$ cat src/common/loop_cfg_defines.svh
// register offsets, field positions, reset values and timing counts of the loop configuration
`ifndef LOOP_CFG_DEFINES_SVH
`define LOOP_CFG_DEFINES_SVH
// ==========================================================
// register offsets
`define CH1_STEP_CONFIG_OFS 8'h45
`define CH1_FILTER_CONFIG_OFS 8'h46
`define CH0_TIMING_CONFIG_OFS 8'h47
`define CH0_STEP_CONFIG_OFS 8'h48
`define CFG_RESET_VAL 8'h00
// ==========================================================
// step config fields
`define STEP_COARSE_POS 6
`define STEP_MIDDLE_POS 4
`define STEP_START_POS 2
`define STEP_DIV_POS 0
// filter config fields
`define FILT_DEC_POS 5
`define FILT_LINE_POS 3
`define FILT_WAIT_POS 1
`define FILT_HOLD_POS 0
// timing config fields
`define TIM_COARSE_POS 6
`define TIM_MIDDLE_POS 4
`define TIM_FINE_POS 2
`define TIM_DIV_POS 0
// ==========================================================
// start wait times in ns and in clock cycles
`define WAIT_SHORT_NS 20000
`define WAIT_MID_NS 100000
`define WAIT_LONG_NS 200000
`define CLK_PERIOD_NS 10
`define WAIT_SHORT_CYC (`WAIT_SHORT_NS / `CLK_PERIOD_NS)
`define WAIT_MID_CYC (`WAIT_MID_NS / `CLK_PERIOD_NS)
`define WAIT_LONG_CYC (`WAIT_LONG_NS / `CLK_PERIOD_NS)
`endif

$ cat src/common/loop_cfg_pkg.sv
// types of the loop configuration block
package loop_cfg_pkg;
    typedef enum logic [1:0] {PH_WAIT, PH_COARSE, PH_MIDDLE, PH_FINE} phase_e;
    typedef logic [7:0] reg_t;
    typedef logic [9:0] dac_t;
endpackage

$ cat src/rtl/power_loop_step_config.sv
// loop configuration registers and per-channel step schedule for channels 1 and 0
`timescale 1ns/100ps
`include "loop_cfg_defines.svh"

module power_loop_step_config
#(
    parameter int WAIT_SHORT = `WAIT_SHORT_CYC,
    parameter int WAIT_MID = `WAIT_MID_CYC,
    parameter int WAIT_LONG = `WAIT_LONG_CYC
)
(
    // clock and reset
    input wire logic SYS_CLK,
    input wire logic RST_N,
    // register port from the serial control interface
    input wire logic [7:0] REG_ADDR,
    input wire loop_cfg_pkg::reg_t REG_WDATA,
    input wire logic REG_WR,
    input wire logic REG_RD,
    output loop_cfg_pkg::reg_t REG_RDATA,
    // loop control inputs
    input wire logic CH0_ENABLE,
    input wire logic CH1_ENABLE,
    input wire logic LINE_CLK_IN,
    input wire logic CH1_STEP_DIR,
    input wire logic CH1_FILTER_TICK,
    input wire loop_cfg_pkg::dac_t CH0_STORED_CURRENT_WORD,
    input wire loop_cfg_pkg::dac_t CH1_STORED_CURRENT_WORD,
    // channel 1 outputs
    output loop_cfg_pkg::dac_t DRIVE_CURRENT_CH1,
    output logic CH1_OUTPUT_ON,
    output logic CH1_LOOP_TICK,
    output logic CH1_DECIMATE_TICK,
    output logic [1:0] CH1_PHASE,
    // channel 0 step schedule outputs
    output logic [5:0] CH0_STEP_SIZE,
    output logic [7:0] CH0_START_FILL,
    output logic [1:0] CH0_START_SEL
);
    import loop_cfg_pkg::*;

    // elaboration check: the waits must be ordered and fit the 16-bit wait counter
    if (WAIT_SHORT < 1 || WAIT_MID < WAIT_SHORT || WAIT_LONG < WAIT_MID || WAIT_LONG > 65535)
    begin : g_wait_range
        $error("wait counts out of range");
    end

    // ==========================================================
    // helper functions
    function automatic logic [5:0] coarse_size(input logic [1:0] c);
        unique case (c)
            2'h0: coarse_size = 6'h01;
            2'h1: coarse_size = 6'h08;
            2'h2: coarse_size = 6'h10;
            2'h3: coarse_size = 6'h20;
        endcase
    endfunction

    function automatic logic [5:0] middle_size(input logic [1:0] c, input logic [5:0] s);
        logic [5:0] m;
        m = c[0] ? (s >> 2) : (s >> 1);
        middle_size = (m == 6'h00) ? 6'h01 : m;  // never a zero step
    endfunction

    function automatic logic [7:0] long_count(input logic [1:0] c);
        unique case (c)
            2'h0: long_count = 8'h00;
            2'h1: long_count = 8'h3f;
            2'h2: long_count = 8'h7f;
            2'h3: long_count = 8'hff;
        endcase
    endfunction

    function automatic logic [7:0] short_count(input logic [1:0] c);
        unique case (c)
            2'h0: short_count = 8'h00;
            2'h1: short_count = 8'h1f;
            2'h2: short_count = 8'h3f;
            2'h3: short_count = 8'h7f;
        endcase
    endfunction

    function automatic logic [3:0] div_ratio(input logic [1:0] c);
        unique case (c)
            2'h0: div_ratio = 4'h0;
            2'h1: div_ratio = 4'h3;
            2'h2: div_ratio = 4'h7;
            2'h3: div_ratio = 4'hf;
        endcase
    endfunction

    // ==========================================================
    // registers
    reg_t ch1_step_config_q;
    reg_t ch1_filter_config_q;
    reg_t ch0_timing_config_q;
    reg_t ch0_step_config_q;
    reg_t rdata_d;

    wire sel_ch1_step = REG_ADDR == `CH1_STEP_CONFIG_OFS;
    wire sel_ch1_filt = REG_ADDR == `CH1_FILTER_CONFIG_OFS;
    wire sel_ch0_tim = REG_ADDR == `CH0_TIMING_CONFIG_OFS;
    wire sel_ch0_step = REG_ADDR == `CH0_STEP_CONFIG_OFS;

    // read mux, unmapped addresses read zero
    always_comb
    begin
        rdata_d = 8'h00;
        if (sel_ch1_step)
            rdata_d = ch1_step_config_q;
        if (sel_ch1_filt)
            rdata_d = ch1_filter_config_q;
        if (sel_ch0_tim)
            rdata_d = ch0_timing_config_q;
        if (sel_ch0_step)
            rdata_d = ch0_step_config_q;
    end

    // host writes and reads, reset to zero
    always_ff @(posedge SYS_CLK or negedge RST_N)
    begin
        if (!RST_N)
        begin
            ch1_step_config_q <= `CFG_RESET_VAL;
            ch1_filter_config_q <= `CFG_RESET_VAL;
            ch0_timing_config_q <= `CFG_RESET_VAL;
            ch0_step_config_q <= `CFG_RESET_VAL;
            REG_RDATA <= 8'h00;
        end
        else
        begin
            if (REG_WR && sel_ch1_step)
                ch1_step_config_q <= REG_WDATA;
            if (REG_WR && sel_ch1_filt)
                ch1_filter_config_q <= {REG_WDATA[7:5], 1'b0, REG_WDATA[3:0]};
            if (REG_WR && sel_ch0_tim)
                ch0_timing_config_q <= REG_WDATA;
            if (REG_WR && sel_ch0_step)
                ch0_step_config_q <= REG_WDATA;
            if (REG_RD)
                REG_RDATA <= rdata_d;
        end
    end

    // ==========================================================
    // field decode
    wire [1:0] ch1_coarse_step = ch1_step_config_q[`STEP_COARSE_POS +: 2];
    wire [1:0] ch1_middle_step = ch1_step_config_q[`STEP_MIDDLE_POS +: 2];
    wire [1:0] ch1_start_value_sel = ch1_step_config_q[`STEP_START_POS +: 2];
    wire [1:0] ch1_loop_clock_divider = ch1_step_config_q[`STEP_DIV_POS +: 2];
    wire [2:0] ch1_filter_decimation = ch1_filter_config_q[`FILT_DEC_POS +: 3];
    wire ch1_line_gate = ch1_filter_config_q[`FILT_LINE_POS];
    wire [1:0] ch1_start_wait = ch1_filter_config_q[`FILT_WAIT_POS +: 2];
    wire ch1_loop_hold = ch1_filter_config_q[`FILT_HOLD_POS];
    wire [1:0] ch0_coarse_phase_count = ch0_timing_config_q[`TIM_COARSE_POS +: 2];
    wire [1:0] ch0_middle_phase_count = ch0_timing_config_q[`TIM_MIDDLE_POS +: 2];
    wire [1:0] ch0_fine_phase_count = ch0_timing_config_q[`TIM_FINE_POS +: 2];
    wire [1:0] ch0_divider_start_count = ch0_timing_config_q[`TIM_DIV_POS +: 2];
    wire [1:0] ch0_coarse_step = ch0_step_config_q[`STEP_COARSE_POS +: 2];
    wire [1:0] ch0_middle_step = ch0_step_config_q[`STEP_MIDDLE_POS +: 2];
    wire [1:0] ch0_start_value_sel = ch0_step_config_q[`STEP_START_POS +: 2];
    wire [1:0] ch0_loop_clock_divider = ch0_step_config_q[`STEP_DIV_POS +: 2];

    // channel 1 step sizes
    wire [5:0] ch1_coarse_size = coarse_size(ch1_coarse_step);
    wire [5:0] ch1_middle_size = middle_size(ch1_middle_step, ch1_coarse_size);

    // channel 1 start wait in cycles
    wire [15:0] ch1_wait_cycles = (ch1_start_wait == 2'h0) ? 16'h0000 :
                                  (ch1_start_wait == 2'h1) ? 16'(WAIT_SHORT) :
                                  (ch1_start_wait == 2'h2) ? 16'(WAIT_MID) :
                                  16'(WAIT_LONG);

    // ==========================================================
    // channel 1 loop state; phase counts shared from channel 0 timing register
    phase_e ph_q;
    phase_e ph_d;
    logic [15:0] wait_q;
    logic [7:0] phase_cnt_q;
    logic [7:0] div_start_q;
    logic [3:0] div_cnt_q;
    logic [6:0] dec_cnt_q;
    logic en_q;

    wire divider_live = div_start_q == long_count(ch0_divider_start_count);
    wire [3:0] div_limit = divider_live ? div_ratio(ch1_loop_clock_divider) : 4'h0;
    wire loop_tick = (ph_q != PH_WAIT) && (div_cnt_q == div_limit);
    wire [6:0] dec_limit = 7'((8'h01 << ch1_filter_decimation) - 8'h01);
    wire coarse_done = phase_cnt_q >= long_count(ch0_coarse_phase_count);
    wire middle_done = phase_cnt_q >= short_count(ch0_middle_phase_count);
    wire step_ok = loop_tick && !ch1_loop_hold && (dec_cnt_q == dec_limit);
    wire [5:0] cur_step = (ph_q == PH_COARSE) ? ch1_coarse_size :
                          (ph_q == PH_MIDDLE) ? ch1_middle_size : 6'h01;
    wire start_edge = CH1_ENABLE && !en_q;

    // phase sequencing
    always_comb
    begin
        ph_d = ph_q;
        unique case (ph_q)
            PH_WAIT: if (CH1_ENABLE && wait_q >= ch1_wait_cycles) ph_d = PH_COARSE;
            PH_COARSE: if (loop_tick && coarse_done) ph_d = PH_MIDDLE;
            PH_MIDDLE: if (loop_tick && middle_done) ph_d = PH_FINE;
            PH_FINE: ph_d = PH_FINE;
        endcase
        if (!CH1_ENABLE)
            ph_d = PH_WAIT;
    end

    always_ff @(posedge SYS_CLK or negedge RST_N)
    begin
        if (!RST_N)
        begin
            ph_q <= PH_WAIT;
            en_q <= 1'b0;
            wait_q <= 16'h0000;
            phase_cnt_q <= 8'h00;
            div_start_q <= 8'h00;
            div_cnt_q <= 4'h0;
            dec_cnt_q <= 7'h00;
            DRIVE_CURRENT_CH1 <= 10'h000;
        end
        else
        begin
            ph_q <= ph_d;
            en_q <= CH1_ENABLE;
            wait_q <= (ph_q == PH_WAIT && CH1_ENABLE) ? wait_q + 16'h0001 : 16'h0000;
            phase_cnt_q <= (ph_d != ph_q) ? 8'h00 :
                           (loop_tick && phase_cnt_q != 8'hff) ? phase_cnt_q + 8'h01 : phase_cnt_q;
            if (ph_q == PH_WAIT)
                div_start_q <= 8'h00;
            else if (loop_tick && !divider_live)
                div_start_q <= div_start_q + 8'h01;
            div_cnt_q <= (ph_q == PH_WAIT || loop_tick) ? 4'h0 : div_cnt_q + 4'h1;
            if (loop_tick && !ch1_loop_hold)
                dec_cnt_q <= (dec_cnt_q == dec_limit) ? 7'h00 : dec_cnt_q + 7'h01;
            // start value while waiting, then steps
            if (start_edge)
            begin
                unique case (ch1_start_value_sel)
                    2'h1: DRIVE_CURRENT_CH1 <= DRIVE_CURRENT_CH1;
                    2'h2: DRIVE_CURRENT_CH1 <= CH1_STORED_CURRENT_WORD;
                    default: DRIVE_CURRENT_CH1 <= 10'h000;
                endcase
            end
            else if (step_ok && CH1_FILTER_TICK)
            begin
                if (CH1_STEP_DIR)
                    DRIVE_CURRENT_CH1 <= (DRIVE_CURRENT_CH1 > 10'h3ff - 10'(cur_step)) ?
                                         10'h3ff : DRIVE_CURRENT_CH1 + 10'(cur_step);
                else
                    DRIVE_CURRENT_CH1 <= (DRIVE_CURRENT_CH1 < 10'(cur_step)) ?
                                         10'h000 : DRIVE_CURRENT_CH1 - 10'(cur_step);
            end
        end
    end

    // ==========================================================
    // registered status and channel 0 schedule outputs
    always_ff @(posedge SYS_CLK or negedge RST_N)
    begin
        if (!RST_N)
        begin
            CH1_OUTPUT_ON <= 1'b0;
            CH1_LOOP_TICK <= 1'b0;
            CH1_DECIMATE_TICK <= 1'b0;
            CH1_PHASE <= 2'h0;
            CH0_STEP_SIZE <= 6'h00;
            CH0_START_FILL <= 8'h00;
            CH0_START_SEL <= 2'h0;
        end
        else
        begin
            CH1_OUTPUT_ON <= CH1_ENABLE && (!ch1_line_gate || LINE_CLK_IN);
            CH1_LOOP_TICK <= loop_tick && !ch1_loop_hold;
            CH1_DECIMATE_TICK <= step_ok;
            CH1_PHASE <= ph_q;
            CH0_STEP_SIZE <= CH0_ENABLE ?
                middle_size(ch0_middle_step, coarse_size(ch0_coarse_step)) :
                coarse_size(ch0_coarse_step);
            CH0_START_FILL <= short_count(ch0_fine_phase_count) ^
                              {4'h0, div_ratio(ch0_loop_clock_divider)};
            CH0_START_SEL <= (ch0_start_value_sel == 2'h3) ? 2'h0 : ch0_start_value_sel;
        end
    end

endmodule // power_loop_step_config

$ cat config.mk
export PLATFORM = sky130hd
export DESIGN_NAME = power_loop_step_config
export DESIGN_NICKNAME = d
export VERILOG_FILES = /design/src/common/loop_cfg_pkg.sv /design/src/rtl/power_loop_step_config.sv
export VERILOG_INCLUDE_DIRS = /design/src /design/src/common
export SDC_FILE = /design/constraint.sdc
export NUM_CORES = 1
export LEC_CHECK = 0
export BUFFER_PORTS_ARGS = -buffer_cell sky130_fd_sc_hd__buf_2
export CORE_ASPECT_RATIO = 1.25
export CORE_MARGIN = 2
export CORE_UTILIZATION = 60
export CTS_CLUSTER_DIAMETER = 50
export DETAILED_ROUTE_END_ITERATION = 7
export HOLD_SLACK_MARGIN = 0.03
export PLACE_DENSITY = 0.86
export SLEW_MARGIN = 20
export SYNTH_ARGS = -nofsm -noshare
export SYNTH_HDL_FRONTEND = slang
export SYNTH_SLANG_ARGS = --single-unit
$ cat constraint.sdc
create_clock -name SYS_CLK -period 7.9 [get_ports SYS_CLK]
set_input_delay 0.395 -clock SYS_CLK [delete_from_list [all_inputs] [get_ports SYS_CLK]]
set_output_delay 0.395 -clock SYS_CLK [all_outputs]
set_load 0.05 [all_outputs]
# Yosys cells after proc, flatten, opt, wreduce, memory -nomap -nowiden
# Cells that the tools add are included.
[op_classes]
add_sub_neg = 9
mul = 0
n_div = 0
n_lt_le_gt_ge = 5
n_eq_ne = 42
shift = 1
muxes = 42
bitwise_logic = 1
reduce_logical = 39
[ops]
columns = ["cell", "count"]
rows = [
  ["8-bit case mux with 4 select lines", 4],
  ["8-bit 2-to-1 mux", 8],
  ["10-bit 2-to-1 mux", 5],
  ["6-bit case mux with 4 select lines", 2],
  ["15-bit 2-to-1 mux", 3],
  ["2-bit == test, second input constant", 21],
  ["8-bit by 7-bit == test with 1-bit output, second input constant", 4],
  ["4-bit case mux with 4 select lines", 2],
  ["5-bit 2-to-1 mux", 5],
  ["2-bit by 1-bit == test with 1-bit output, second input constant", 11],
  ["2-bit logical NOT", 10],
  ["10-bit case mux with 2 select lines", 1],
  ["16-bit by 1-bit adder with 16-bit output, second input constant", 1],
  ["8-bit by 1-bit adder with 8-bit output, second input constant", 2],
  ["16-bit by 15-bit >= comparator with 1-bit output", 1],
  ["8-bit >= comparator", 2],
  ["1-bit logical AND", 16],
  ["16-bit 2-to-1 mux", 1],
  ["6-bit logical NOT", 2],
  ["6-bit 2-to-1 mux", 2],
  ["10-bit by 6-bit adder with 10-bit output", 1],
  ["10-bit greater-than comparator", 1],
  ["10-bit by 6-bit < comparator with 1-bit output", 1],
  ["2-bit 2-to-1 mux", 5],
  ["20 further kinds", 28],
]
[totals]
ff_bits = 116
latch_bits = 0
mem_bits_rw = 0
rom_bits = 0
inputBits = 45
mem_count = 0

# Depth between registers and ports, before layout
[logic_depth]
ltp_word = 13
mapped_depth = 14
mapped_depth_nobuf = 13

# Least setup slack after synthesis
# OpenSTA, ideal clock, no wires.
[synth_timing]
kind = "register to register"
start = "register ph_q[1]"
end = "register DRIVE_CURRENT_CH1[7]"
setup_time_ns = 0.078
arrival_ns = 2.939
t_required_ns = 7.822
slack_ns = 4.883
stages_incl_launch_ff = 13
path_buffers = 1
period_less_slack_ns = 3.017
path_cell_list = "dfrtp_1 nor2b_1 and3b_1 o21a_1 ha_1 clkbuf_1 or3b_2 o21bai_1 a31oi_1 o41a_1 nand3_1 a21boi_0 o2bb2ai_1"
[synth_between]
elab_chain_cells = 9
word_cells_on_any_way = 21
classes_between = "add/sub: 3; order compare: 2; eq/ne: 2; mux: 7; reduce/logical: 7"
[synth_lines]
columns = ["element", "line", "rtl"]
rows = [
  ["start, declared", "power_loop_step_config.sv:176", "phase_e ph_q;"],
  ["start signal, assigned", "power_loop_step_config.sv:225", "ph_q <= ph_d;"],
  ["2-bit == test", "power_loop_step_config.sv:193", "(ph_q == PH_MIDDLE) ? ch1_middle_size : 6'h01;"],
  ["5-bit 2-to-1 mux", "power_loop_step_config.sv:193", ""],
  ["6-bit 2-to-1 mux", "power_loop_step_config.sv:192", "wire [5:0] cur_step = (ph_q == PH_COARSE) ? ch1_coarse_size :"],
  ["1-bit by 7-bit subtractor with 8-bit output", "power_loop_step_config.sv:249", "DRIVE_CURRENT_CH1 <= (DRIVE_CURRENT_CH1 > 10'h3ff - 10'(cur_step)) ?"],
  ["10-bit greater-than comparator", "power_loop_step_config.sv:249", ""],
  ["10-bit 2-to-1 mux", "power_loop_step_config.sv:249", ""],
  ["10-bit 2-to-1 mux", "power_loop_step_config.sv:248", "if (CH1_STEP_DIR)"],
  ["10-bit 2-to-1 mux", "power_loop_step_config.sv:246", "else if (step_ok && CH1_FILTER_TICK)"],
  ["10-bit 2-to-1 mux", "power_loop_step_config.sv:238", "if (start_edge)"],
  ["end signal, assigned", "power_loop_step_config.sv:249", ""],
  ["end signal, assigned", "power_loop_step_config.sv:252", "DRIVE_CURRENT_CH1 <= (DRIVE_CURRENT_CH1 < 10'(cur_step)) ?"],
  ["end, declared", "power_loop_step_config.sv:30", "output loop_cfg_pkg::dac_t DRIVE_CURRENT_CH1,"],
]
# Parallel ways exist; a longest one is shown, timed or not. The select of a mux whose other input is x is not followed.
# A chain may end at the register's enable or synchronous reset.

# Final worst setup path
[layout_timing]
start = "register ph_q[1]"
end = "register DRIVE_CURRENT_CH1[5]"
# The elaborated chain is that of the path after synthesis.

==> impl_metrics.prom <==
# TYPE chip_impl_metric gauge
chip_impl_metric{name="clock_slew_seen_by_the_registers_of_the_worst_setup_and_hold_paths",unit="ns"} 0.06
chip_impl_metric{name="clkLatencyLatePin",unit="ns"} 0.42
chip_impl_metric{name="placementRows",unit=""} 44
chip_impl_info{name="dominant_synthesized_flop_cell",value="sky130_fd_sc_hd__dfrtp_1"} 1
chip_impl_metric{name="first_pass_grt_wire_length",unit="um"} 29620
chip_impl_metric{name="maxCapViolCount",unit=""} 0
chip_impl_info{name="rsz0062_at_grt",value="false"} 1
chip_impl_info{name="critical-path-top-cell-by-count",value="sky130_fd_sc_hd__o21a_1"} 1
chip_impl_metric{name="ir_worst_vdd",unit="uV"} 165.5
chip_impl_info{name="r2r_start",value="ph_q[1]"} 1
chip_impl_metric{name="maximum_number_of_pins_on_one_net_before_global_route_repair",unit=""} 69
chip_impl_metric{name="drt.antenna.violating_nets",unit=""} 0
chip_impl_metric{name="groute.layer.met1.usage",unit="%"} 33.07
chip_impl_metric{name="cts_sinks",unit=""} 114
chip_impl_metric{name="clock_period_minus_worst_slack",unit="ns"} 3.695
chip_impl_metric{name="timing.critical_path.arrival",unit="ns"} 3.96
chip_impl_info{name="result_of_the_run",value="complete, no violations"} 1
chip_impl_info{name="cts_tree",value="done"} 1
chip_impl_metric{name="fin_hold_ws",unit="ns"} 0.05910
chip_impl_metric{name="io_buffer_count",unit=""} 72
chip_impl_info{name="grt.busiest_layer",value="met2"} 1
chip_impl_metric{name="fin_tns_setup",unit="ns"} 0
chip_impl_metric{name="fmax",unit="GHz"} 0.2706
chip_impl_metric{name="tritoncts.num_buffers",unit=""} 17
chip_impl_metric{name="global_route.usage.total",unit="%"} 30.22
chip_impl_info{name="timing.critical_path.slowest_stage_cell",value="sky130_fd_sc_hd__o31ai_1"} 1
chip_impl_metric{name="detailedRoute.firstPassIterationCount",unit=""} 7
chip_impl_metric{name="timing.max_slew.rel_slack",unit="%"} 23.65
chip_impl_metric{name="ctsHoldBuffers",unit=""} 0
chip_impl_metric{name="vias_per_cell",unit=""} 6.348
chip_impl_metric{name="synth-edff-count",unit=""} 0
chip_impl_metric{name="synth_fp_nets",unit=""} 835
chip_impl_metric{name="post-cts-setup-buffer-count",unit=""} 0
chip_impl_metric{name="drt-initial-drc-count",unit=""} 473
chip_impl_metric{name="fin_crit_sh",unit="%"} 46.77
chip_impl_metric{name="nNetsFinal",unit=""} 897
chip_impl_metric{name="cpPeakStageDelay",unit="ns"} 0.88
chip_impl_metric{name="wl_per_cell",unit="um"} 19.10
chip_impl_metric{name="power",unit="mW"} 2.194
chip_impl_metric{name="vias_in_the_first_global_route",unit=""} 6222
chip_impl_metric{name="tightestPinTransition",unit="ns"} 1.136
chip_impl_info{name="path_cells",value="nor2b_1, and3b_1, o21a_1, ha_1, nor4bb_1, o21a_1, o31ai_1, nand2_1, o221ai_1, a21o_1, a31oi_1"} 1
chip_impl_metric{name="synth.avg_cell_area",unit="um2"} 9.453
chip_impl_metric{name="hold_viol",unit=""} 0
chip_impl_metric{name="leakagePower",unit="nW"} 3.867
chip_impl_metric{name="design_area",unit="um2"} 7975
chip_impl_metric{name="pwr_density_cell",unit="nW/um2"} 275.2
chip_impl_metric{name="cts_h_tree_depth",unit=""} 4
chip_impl_metric{name="globalRouteMet3Util",unit="%"} 6.622
chip_impl_metric{name="dr_total_vias",unit=""} 6043
chip_impl_metric{name="worstPathBufferInverterCount",unit=""} 0
chip_impl_info{name="setup.worst_path.start",value="ph_q[1]"} 1
chip_impl_metric{name="crit_required",unit="ns"} 8.16
chip_impl_metric{name="cts.repair.resized",unit=""} 0
chip_impl_metric{name="antenna-diode-count",unit=""} 0
chip_impl_metric{name="report.final.setup_viol",unit=""} 0
chip_impl_info{name="worst-setup-path-type",value="reg -> reg"} 1
chip_impl_metric{name="yosysWarnings",unit=""} 0
chip_impl_metric{name="max-clock-path-buffers",unit=""} 2
chip_impl_metric{name="die_height",unit="um"} 124.6
chip_impl_info{name="path_delay_family",value="compound AO/OA/AOI/OAI gates"} 1
chip_impl_metric{name="fin_skew",unit="ns"} 0.006894
chip_impl_info{name="timing.hold.worst.class",value="in -> async"} 1
chip_impl_metric{name="grt.met2_usage",unit="%"} 53.18
chip_impl_metric{name="number_of_antenna_violations_at_the_first_check_in_global_routing",unit=""} 0
chip_impl_metric{name="place.detailed.hpwl",unit="um"} 12750
chip_impl_metric{name="critical_path_peak_fanout",unit=""} 10
chip_impl_metric{name="layout.core_utilization",unit="%"} 69.31
chip_impl_metric{name="flow.area_growth_from_synthesis",unit="%"} 14.17
chip_impl_metric{name="drive_gt1_share",unit="%"} 18.92
chip_impl_metric{name="global_route.overflow_total",unit=""} 0
chip_impl_info{name="worst_setup_path_start_kind",value="flop"} 1
chip_impl_metric{name="design.portCount",unit=""} 84
chip_impl_metric{name="place_area",unit="um2"} 7401
chip_impl_metric{name="synth_sequential_area_ratio",unit="%"} 40.84
chip_impl_metric{name="synth_cell_types",unit=""} 70
chip_impl_metric{name="gpl_congestion",unit=""} 0.9174
chip_impl_metric{name="synth_cells",unit=""} 739
chip_impl_metric{name="async_reset_ff_share",unit="%"} 100.0
chip_impl_metric{name="placeableCoreArea",unit="um2"} 11510
chip_impl_metric{name="ys_seq_elements",unit=""} 114
chip_impl_metric{name="synth_cell_area",unit="um2"} 6985
chip_impl_metric{name="die_w",unit="um"} 100.5
chip_impl_info{name="cts_root_buffer",value="sky130_fd_sc_hd__clkbuf_16"} 1
chip_impl_metric{name="design.die.area",unit="um2"} 12530
chip_impl_info{name="setup.worst_path.end_class",value="flop"} 1
chip_impl_metric{name="floorplan.initialDensity",unit="%"} 60.71
chip_impl_metric{name="drc",unit=""} 0
chip_impl_metric{name="maxSlewViolCount",unit=""} 0
chip_impl_metric{name="drt_wl_total",unit="um"} 18180
-- metrics by stage --
step                instances  setup slack, ns
global placement          920            4.331
global route              952            3.970
detailed placement        920            4.293
floorplan                 739            4.883
finish                    952            4.205
CTS                       952            4.264
-- cell usage after synthesis (all sizes together), types with 3 or more instances --
master	n	area, um2
or4b	3	30.03
and3	13	81.33
nand4	14	93.84
nand2	63	239.0
a222oi	7	70.07
inv	40	150.1
o21a	4	30.03
or4	4	30.03
a21oi	32	160.2
dfrtp	114	2853
a21o	5	37.54
a31oi	11	68.82
nand3b	5	37.54
nor2	73	274.0
ha	49	613.1
o21bai	6	45.04
o22ai	4	25.02
xor2	28	245.2
nor3	10	50.05
clkbuf	20	75.07
mux2	37	416.7
nand2b	12	75.07
a22o	3	26.28
o21ai	34	170.2
and2	6	37.54
or3	5	31.28
nand3	28	140.1
nor2b	15	93.84
and4	4	35.03
buf	11	60.06
a211oi	6	57.56
o221ai	3	26.28
or2	6	37.54
nor4	6	43.79
xnor2	13	113.9
o31ai	4	30.03
-- logic make-up after synthesis --
logic type               share of synthesized area, %
buffers and inverters                           4.137
adder cells (fa/ha/maj)                         9.350
XOR/XNOR                                        5.141
multiplexers                                    6.251
flip-flops                                      40.84
AND/OR/NAND/NOR                                 20.10
AO/OA/AOI/OAI                                   14.13
other                                         0.05368
-- path summary, 6_finish.rpt --
kind | end | slack [ns] | cells after the start
max in group asynchronous | DRIVE_CURRENT_CH1[6] | 6.66 | 2
min reg2reg | CH0_START_FILL[5] | 0.47 | 0
min in group SYS_CLK | CH1_OUTPUT_ON | 0.22 | 3
max | DRIVE_CURRENT_CH1[5] | 4.21 | 11
max reg2reg | DRIVE_CURRENT_CH1[5] | 4.21 | 11
min | wait_q[6] | 0.06 | 1
-- layout by cell type, fill, tap and decap left out, types with 7 or more instances in the layout --
master,n
sky130_fd_sc_hd__inv_1,40
sky130_fd_sc_hd__nor3_1,10
sky130_fd_sc_hd__ha_1,49
sky130_fd_sc_hd__and3_1,13
sky130_fd_sc_hd__a21oi_1,32
sky130_fd_sc_hd__buf_2,71
sky130_fd_sc_hd__a31oi_1,11
sky130_fd_sc_hd__nand2_1,62
sky130_fd_sc_hd__a222oi_1,7
sky130_fd_sc_hd__nand2b_1,12
sky130_fd_sc_hd__mux2_2,37
sky130_fd_sc_hd__dfrtp_1,114
sky130_fd_sc_hd__xnor2_1,13
sky130_fd_sc_hd__xor2_1,28
sky130_fd_sc_hd__nor2b_1,15
sky130_fd_sc_hd__nand4_1,13
sky130_fd_sc_hd__o21ai_0,34
sky130_fd_sc_hd__nor2_1,73
sky130_fd_sc_hd__nand3_1,28
sky130_fd_sc_hd__clkbuf_16,17
-- layout make-up --
type	instances	area [um2]
Multi-Input combinational cell	553	3844
Fill cell	816	3531
Sequential cell	114	2853
Clock buffer	21	470.5
Timing Repair Buffer	74	377.9
Tap cell	138	172.7
Inverter	41	153.9
Clock inverter	11	103.9
-- metal layers --
layer  wire (um)  vias up
li1            -     2766
met1        6660     2923
met2        9446      278
met3        1145       76
met4         930        0
met5           0        -
-- worst reg2reg max path, stage by stage (launching register included) --
cell                       delay (ns)
sky130_fd_sc_hd__dfrtp_1         0.51
sky130_fd_sc_hd__nor2b_1         0.45
sky130_fd_sc_hd__and3b_1         0.23
sky130_fd_sc_hd__o21a_1          0.13
sky130_fd_sc_hd__ha_1            0.33
sky130_fd_sc_hd__nor4bb_1        0.20
sky130_fd_sc_hd__o21a_1          0.12
sky130_fd_sc_hd__o31ai_1         0.88
sky130_fd_sc_hd__nand2_1         0.23
sky130_fd_sc_hd__o221ai_1        0.23
sky130_fd_sc_hd__a21o_1          0.14
sky130_fd_sc_hd__a31oi_1         0.07
-- state kept, by name, summed over array words and instances, names as in the netlist --
signal               count
ch1_filter_config_q      7
CH1_LOOP_TICK            1
CH0_START_SEL            2
en_q                     1
wait_q                  16
ph_q                     2
ch0_step_config_q        8
dec_cnt_q                7
CH1_PHASE                2
ch0_timing_config_q      8
ch1_step_config_q        8
REG_RDATA                8
phase_cnt_q              8
CH0_STEP_SIZE            6
CH1_DECIMATE_TICK        1
div_start_q              8
div_cnt_q                4
DRIVE_CURRENT_CH1       10
CH0_START_FILL           6
CH1_OUTPUT_ON            1
-- report_power, final --
| group | leakage [nW] | switching [mW] | internal (mW) |
|---|---|---|---|
| Clock | 0.280 | 0.290 | 0.459 |
| Combinational | 2.07 | 0.463 | 0.246 |
| Sequential | 1.52 | 0.0911 | 0.646 |
| Total | 3.87 | 0.844 | 1.35 |
(Power assumes the default switching activity.)
